[src/design/move_return_defines.svh]
// reset values, field positions and cycle counts for the move/return slice
// assumes inclusion by bare name from design files only
`ifndef MOVE_RETURN_DEFINES_SVH
`define MOVE_RETURN_DEFINES_SVH

`define ACC_RESET          8'h00
`define PC_RESET           13'h0000
`define GIE_RESET          1'b0
`define GIE_BIT            7
`define FILE_ADDR_MAX      7'h7f
`define LITERAL_MAX        8'hff
`define SINGLE_CYCLES      1
`define RETURN_CYCLES      2
`define STACK_DEPTH        8
`define PC_WIDTH           13

`endif

[src/design/move_return_pkg.sv]
// types shared by the move/return execution slice
// widths of fixed fields are written out here, not taken from the defines header
package move_return_pkg;

	typedef enum logic [2:0] {
		idle_op                 = 3'h0,
		store_accumulator_op    = 3'h1,
		load_literal_op         = 3'h2,
		interrupt_return_op     = 3'h3,
		literal_return_op       = 3'h4,
		subroutine_return_op    = 3'h5
	} op_type;

	typedef enum logic [1:0] {
		exec_state   = 2'h0,
		second_state = 2'h1
	} state_type;

	typedef struct packed {
		logic         valid;
		op_type       op;
		logic [6:0]   file_addr;
		logic [7:0]   literal;
	} issue_type;

	typedef struct packed {
		logic         valid;
		logic [6:0]   addr;
		logic [7:0]   data;
	} file_write_type;

endpackage

[src/design/return_stack.sv]
// circular hardware return stack, flip-flop storage indexed by a pointer
// assumes one clock; push and pop never requested together by the core
`timescale 1ns/10ps
`include "move_return_defines.svh"
module return_stack #(
	parameter int WIDTH = `PC_WIDTH,
	parameter int DEPTH = `STACK_DEPTH
) (
	input  wire logic             clk,
	input  wire logic             reset_n,
	input  wire logic             push,
	input  wire logic [WIDTH-1:0] push_data,
	input  wire logic             pop,
	output logic [WIDTH-1:0]      stack_top,
	output logic                  empty,
	output logic                  full
);
	localparam int PW = $clog2(DEPTH);

	logic [WIDTH-1:0] entry_reg [DEPTH];
	logic [PW-1:0]    ptr_reg;
	logic [PW:0]      count_reg;
	logic [PW-1:0]    top_index;

	assign top_index = ptr_reg - 1'b1;
	assign stack_top = entry_reg[top_index];
	assign empty     = (count_reg == '0);
	assign full      = (count_reg == (PW+1)'(DEPTH));

	// overflow wraps and overwrites the oldest entry, like a ring
	always_ff @(posedge clk or negedge reset_n) begin
		if (!reset_n) begin
			ptr_reg <= '0;
		end else if (push) begin
			ptr_reg <= ptr_reg + 1'b1;
		end else if (pop) begin
			ptr_reg <= ptr_reg - 1'b1;
		end
	end

	always_ff @(posedge clk or negedge reset_n) begin
		if (!reset_n) begin
			count_reg <= '0;
		end else if (push && !full) begin
			count_reg <= count_reg + 1'b1;
		end else if (pop && !empty) begin
			count_reg <= count_reg - 1'b1;
		end
	end

	genvar i;
	generate
		for (i = 0; i < DEPTH; i++) begin : g_entry
			always_ff @(posedge clk or negedge reset_n) begin
				if (!reset_n) begin
					entry_reg[i] <= '0;
				end else if (push && ptr_reg == PW'(i)) begin
					entry_reg[i] <= push_data;
				end
			end
		end
	endgenerate
endmodule

[src/design/move_and_return_instr_exec.sv]
// execution of accumulator moves, literal load, idle and the three returns
// assumes decoded instructions from the fetch stage on the same clock;
// pushes (calls, interrupt entry) come from logic outside this slice
//
// What this block does
// - accumulator to 7-bit addressed file register, one cycle, flags kept
// - load 8-bit literal into accumulator in one cycle, flags kept
// - interrupt return pops stack top into pc, two cycles, flags kept
// - interrupt return sets global enable, bit 7 of interrupt control
// - literal return puts literal in accumulator, two cycles, flags kept
// - literal return pops stack and reloads program counter from top entry
// - subroutine return pops stack top into pc, two cycles, flags kept
`timescale 1ns/10ps
`include "move_return_defines.svh"
module move_and_return_instr_exec #(
	parameter int PC_WIDTH    = `PC_WIDTH,
	parameter int STACK_DEPTH = `STACK_DEPTH
) (
	input  wire logic                        clk,
	input  wire logic                        reset_n,
	input  wire move_return_pkg::issue_type  issue,
	output logic                             issue_ready,
	input  wire logic                        push_valid,
	input  wire logic [PC_WIDTH-1:0]         push_addr,
	output logic                             push_ready,
	input  wire logic                        gie_clear,
	output logic [7:0]                       accumulator,
	output move_return_pkg::file_write_type  file_write,
	output logic [PC_WIDTH-1:0]              program_counter,
	output logic                             global_int_enable,
	output logic [7:0]                       interrupt_control_image,
	output logic                             flags_write,
	output logic                             retired,
	output logic                             stack_empty,
	output logic                             stack_full
);
	import move_return_pkg::*;

	state_type             state_reg;
	state_type             state_next;
	logic [7:0]            acc_reg;
	logic [PC_WIDTH-1:0]   pc_reg;
	logic                  gie_reg;
	file_write_type        fw_reg;
	logic                  retired_reg;
	logic                  take;
	logic                  is_return;
	logic                  do_pop;
	logic                  do_push;
	logic [PC_WIDTH-1:0]   stack_top;
	logic                  is_store;
	logic                  is_load;
	logic                  is_int_return;
	logic                  is_lit_return;
	logic                  is_sub_return;

	// the second cycle of a return is a dead slot: the fetched word after
	// the return is stale, so nothing is taken in the cycle after the pc is reloaded
	assign issue_ready = (state_reg == exec_state);
	assign take        = issue.valid && issue_ready;

	// one flag per decoded op; unused codes leave all low and act as idle
	always_comb begin
		is_store      = 1'b0;
		is_load       = 1'b0;
		is_int_return = 1'b0;
		is_lit_return = 1'b0;
		is_sub_return = 1'b0;
		case (issue.op)
			store_accumulator_op: begin
				is_store = 1'b1;
			end
			load_literal_op: begin
				is_load = 1'b1;
			end
			interrupt_return_op: begin
				is_int_return = 1'b1;
			end
			literal_return_op: begin
				is_lit_return = 1'b1;
			end
			subroutine_return_op: begin
				is_sub_return = 1'b1;
			end
			idle_op: begin
				is_store = 1'b0;
			end
			default: begin
				is_store = 1'b0;
			end
		endcase
	end

	assign is_return = is_int_return || is_lit_return || is_sub_return;

	assign do_pop = take && is_return;

	// a push never shares a cycle with a pop, so the stack stays coherent
	assign push_ready = !do_pop;
	assign do_push    = push_valid && push_ready;

	// pop on an empty stack yields a stale entry; callers must pair returns
	return_stack #(
		.WIDTH (PC_WIDTH),
		.DEPTH (STACK_DEPTH)
	) u_stack (
		.clk       (clk),
		.reset_n   (reset_n),
		.push      (do_push),
		.push_data (push_addr),
		.pop       (do_pop),
		.stack_top (stack_top),
		.empty     (stack_empty),
		.full      (stack_full)
	);

	always_comb begin
		state_next = state_reg;
		case (state_reg)
			exec_state: begin
				if (do_pop) begin
					state_next = second_state;
				end
			end
			second_state: begin
				state_next = exec_state;
			end
			default: begin
				state_next = exec_state;
			end
		endcase
	end

	always_ff @(posedge clk or negedge reset_n) begin
		if (!reset_n) begin
			state_reg <= exec_state;
		end else begin
			state_reg <= state_next;
		end
	end

	// accumulator changes only for literal load and literal return
	always_ff @(posedge clk or negedge reset_n) begin
		if (!reset_n) begin
			acc_reg <= `ACC_RESET;
		end else if (take) begin
			case (issue.op)
				load_literal_op: begin
					acc_reg <= issue.literal;
				end
				literal_return_op: begin
					acc_reg <= issue.literal;
				end
				default: begin
					acc_reg <= acc_reg;
				end
			endcase
		end
	end

	// returns reload from the stack top, everything else steps by one
	always_ff @(posedge clk or negedge reset_n) begin
		if (!reset_n) begin
			pc_reg <= `PC_RESET;
		end else if (do_pop) begin
			pc_reg <= stack_top;
		end else if (take) begin
			pc_reg <= pc_reg + 1'b1;
		end
	end

	// set from an interrupt return beats a clear in the same cycle
	always_ff @(posedge clk or negedge reset_n) begin
		if (!reset_n) begin
			gie_reg <= `GIE_RESET;
		end else if (take && is_int_return) begin
			gie_reg <= 1'b1;
		end else if (gie_clear) begin
			gie_reg <= 1'b0;
		end
	end

	// one-cycle write strobe toward the file register array
	always_ff @(posedge clk or negedge reset_n) begin
		if (!reset_n) begin
			fw_reg <= '0;
		end else if (take && is_store) begin
			fw_reg.valid <= 1'b1;
			fw_reg.addr  <= issue.file_addr;
			fw_reg.data  <= acc_reg;
		end else begin
			fw_reg.valid <= 1'b0;
		end
	end

	// retire pulses in the cycle after the last cycle of each instruction
	always_ff @(posedge clk or negedge reset_n) begin
		if (!reset_n) begin
			retired_reg <= 1'b0;
		end else begin
			retired_reg <= (take && !is_return)
				|| (state_reg == second_state);
		end
	end

	always_comb begin
		interrupt_control_image           = 8'h00;
		interrupt_control_image[`GIE_BIT] = gie_reg;
	end

	// none of these instructions touch the status flags
	assign flags_write       = 1'b0;
	assign accumulator       = acc_reg;
	assign file_write        = fw_reg;
	assign program_counter   = pc_reg;
	assign global_int_enable = gie_reg;
	assign retired           = retired_reg;
endmodule

[config.mk]
export PLATFORM = sky130hd
export DESIGN_NAME = move_and_return_instr_exec
export DESIGN_NICKNAME = d
export VERILOG_FILES = /design/src/design/move_return_pkg.sv /design/src/design/return_stack.sv /design/src/design/move_and_return_instr_exec.sv
export VERILOG_INCLUDE_DIRS = /design/src /design/src/design
export SDC_FILE = /design/constraint.sdc
export NUM_CORES = 1
export LEC_CHECK = 0
export BUFFER_PORTS_ARGS = -buffer_cell sky130_fd_sc_hd__buf_4
export CORE_MARGIN = 5
export CORE_UTILIZATION = 59
export CTS_BUF_LIST = sky130_fd_sc_hd__clkbuf_8 sky130_fd_sc_hd__clkbuf_16
export DETAILED_ROUTE_END_ITERATION = 8
export PLACE_DENSITY = 0.84
export SYNTH_ARGS = -nofsm -noshare
export SYNTH_HDL_FRONTEND = slang
export SYNTH_SLANG_ARGS = --single-unit
[constraint.sdc]
create_clock -name clk -period 3.02 [get_ports clk]
set_input_delay 0.604 -clock clk [delete_from_list [all_inputs] [get_ports clk]]
set_output_delay 0.604 -clock clk [all_outputs]
set_load 0.05 [all_outputs]
==> impl_metrics.toml <==
[critical_path]
rrSetupSlack_ns = 0.34
required_ns = 3.31
cp-end-kind = "flop"
arrival_ns = 2.97
path_max_fanout = 8
critPathKind = "flop to flop"
cp-start-kind = "flop"

[sta]
clock.fmax_ghz = 0.3734
max_slew_margin = 0.5777
slew_viol_final = 0
hold_violations = 0
rsz0062_at_grt = "no"
min_period_ns = 2.678
worstMarginPinSlew_ns = 0.6300
setup_viol = 0
skew_ns = 0.006846
fin_setup_tns_ns = 0
timing.final.crit_share = 0.8868

[clocking]
clkTransAtPathRegs_ns = 0.06
cts_buffer_depth = 2
cts_tree = "built"
cts_resized = 0
cts_root_buf = "clkbuf_16"
cts_inserted_buffers = 17
clock_latency_ns = 0.42
holdBufCountCts = 0
htreeDepth = 4
post_cts_buffers = 0
clock_sinks = 151

[global_route]
grt_pass1_vias = 5045
antenna_found_initial = 0
overflow = 0
grt_max_degree = 69
gr-usage-all-layers = 0.2350
grt_pass1_wl_mm = 26.76

[min_path]
min_path_type = "input port to async pin"

[logic_synthesis]
synth_area_leaders = "dfrtp_1 (51%), mux2_2 (14%), mux4_2 (8.2%)"
synth_top_area_share = 0.5092
netlist_instances = 499
yosysSeqAreaShare = 0.5092
syn_avg_cell_area_um2 = 14.87
synth_mux_area_frac = 0.3131
yosys.area.top_type = "dfrtp_1"
async_flop_share = 1.000
ys_warn_count = 0
ys_types = 54
synth_xor_area_frac = 0.004721
synth_edf_count = 0
synth-main-ff-cell = "dfrtp_1"
synthSimpleGateAreaFrac = 0.06947
synth_adder_area_share = 0.01956
synth_compound_area_frac = 0.04215
syn_area_um2 = 7421
synth_top_family_by_area = "multiplexers"
synth_seq_cells = 151

[power_and_ir_drop]
p_leak_nw = 4.004
ir_drop_mv = 0.4934
power.density_nw_per_um2 = 1180

[die]
dieHeight_um = 122.2
core_area_um2 = 12470
start_util = 0.5953
die_w_um = 122.2
ios = 88
rows = 41
dieArea_um2 = 14920

[placement]
placed_cells_incl_taps = 734
hpwl_mm = 10.74
port_buffers = 79
gp_congestion = 0.8926

[cells_and_area]
stdcell_count = 766
synthToLayoutAreaGrowth_pct = 17.33
nets = 628
layout-drive-gt1-share = 0.4983
fill_cells = 810
n_antenna_cell = 0
largest_register_ffs = 104

[status]
outcome = "completed"

[job]
drv_cap = 0

[routing]
vias = 4631
drc = 0
drt_iter0_markers = 472
detail_route.wl_per_cell_um = 21.37
ant_nets = 0
routed_wl_mm = 16.37
viasPerCell = 6.046
drtPass1Iterations = 5
==> cells in the mapped netlist, drive strengths merged (2+ instances only) <==
| library cell | number |
|---|---|
| dfrtp | 151 |
| mux2 | 131 |
| buf | 28 |
| mux4 | 27 |
| nor2 | 13 |
| a21oi | 12 |
| inv | 11 |
| ha | 10 |
| nand3 | 10 |
| nor3 | 10 |
| mux2i | 9 |
| nand2 | 9 |
| nand4 | 9 |
| o21ai | 9 |
| clkbuf | 7 |
| a211oi | 6 |
| nor4 | 6 |
| a221o | 4 |
| nor2b | 4 |
| o22ai | 3 |
| a2bb2oi | 2 |
| nand2b | 2 |
| nand3b | 2 |
| nor3b | 2 |
| o211ai | 2 |
| xnor2 | 2 |
| xor2 | 2 |
==> cells in the final DEF, fill, tap and decap left out, drive strengths merged, types with 2 or more instances in the layout <==
cell and instances:
buf 91, clkinv 5, a211oi 6, o22ai 3, xnor2 2, nand3b 2, nor4 6, mux2i 9
bufinv 2, inv 14, a221o 4, clkbuf 19, nand4 9, nor3 10, nand3 10, a2bb2oi 2
clkinvlp 3, ha 10, dfrtp 151, o211ai 2, nor2 13, xor2 2, mux2 131, nor3b 2
mux4 27, nand2 9, o21ai 9, a21oi 12, conb 8, nor2b 4, nand2b 2
==> power by group <==
part           internal (mW)  switching, mW
combinational           2.26           2.30
clock                   1.27          0.850
sequential              2.96          0.643
total                   6.49           3.79
==> stage by stage <==
stage | cell area, um^2 | worst slack, ns | total power, mW | hold WS (ns) | utilization
after detailed placement | 8109 | 0.3593 | 8.143 | 0.4891 | 0.6505
final | 8707 | 0.3419 | 10.28 | 0.1764 | 0.6985
after floorplan | 7450 | 0.08373 | 6.918 | 0.3084 | -
after CTS | 8707 | 0.3513 | 10.31 | 0.1908 | 0.6985
after global placement | 8109 | 0.4498 | 7.874 | 0.4819 | 0.6505
after global routing | 8707 | 0.2560 | 10.79 | 0.2178 | 0.6985
==> layer usage <==
metal,GRT usage,share of wire,vias to the layer above
met2,0.3909,0.50,199
met3,0.05432,0.067,35
met1,0.3025,0.41,2383
met5,0,0,-
met4,0.08887,0.024,0
li1,-,-,2014
==> cell families after synthesis <==
kind of cell,count (synthesis)
multiplexers,167
flip-flops,151
AND/OR/NAND/NOR,74
buffers and inverters,46
AO/OA/AOI/OAI,45
adder cells (fa/ha/maj),11
XOR/XNOR,4
other,1
==> path summary, 6_finish.rpt <==
check / from / endpoint / cells after the start
max reg2reg: u_stack.count_reg[0] / u_stack.count_reg[3] / 7
min in group clk: gie_clear / global_int_enable / 2
min: reset_n / file_write[10] / 1
min reg2reg: u_stack.entry_reg[90] / u_stack.entry_reg[90] / 1
max: u_stack.count_reg[0] / u_stack.count_reg[3] / 7
max in group asynchronous: reset_n / global_int_enable / 2
==> cell type report <==
class / instances / area (um^2) / share of cell area
Multi-Input combinational cell: 309 / 3371 / 0.3871
Sequential cell: 151 / 3780 / 0.4341
Clock inverter: 13 / 145.1 / 0.01667
Clock buffer: 19 / 452.9 / 0.05202
Timing Repair Buffer: 91 / 699.4 / 0.08033
Tap cell: 172 / 215.2 / 0.02472
Inverter: 11 / 43.79 / 0.005029
==> critical path: stages, from the launching register on <==
cell     delay [ns]
dfrtp_1        0.47
or4b_2         0.74
nand3_1        0.18
ha_1           0.29
a21oi_1        0.16
nand2_1        0.11
and2_1         0.16
mux4_2         0.44
(Power assumes the default switching activity.)
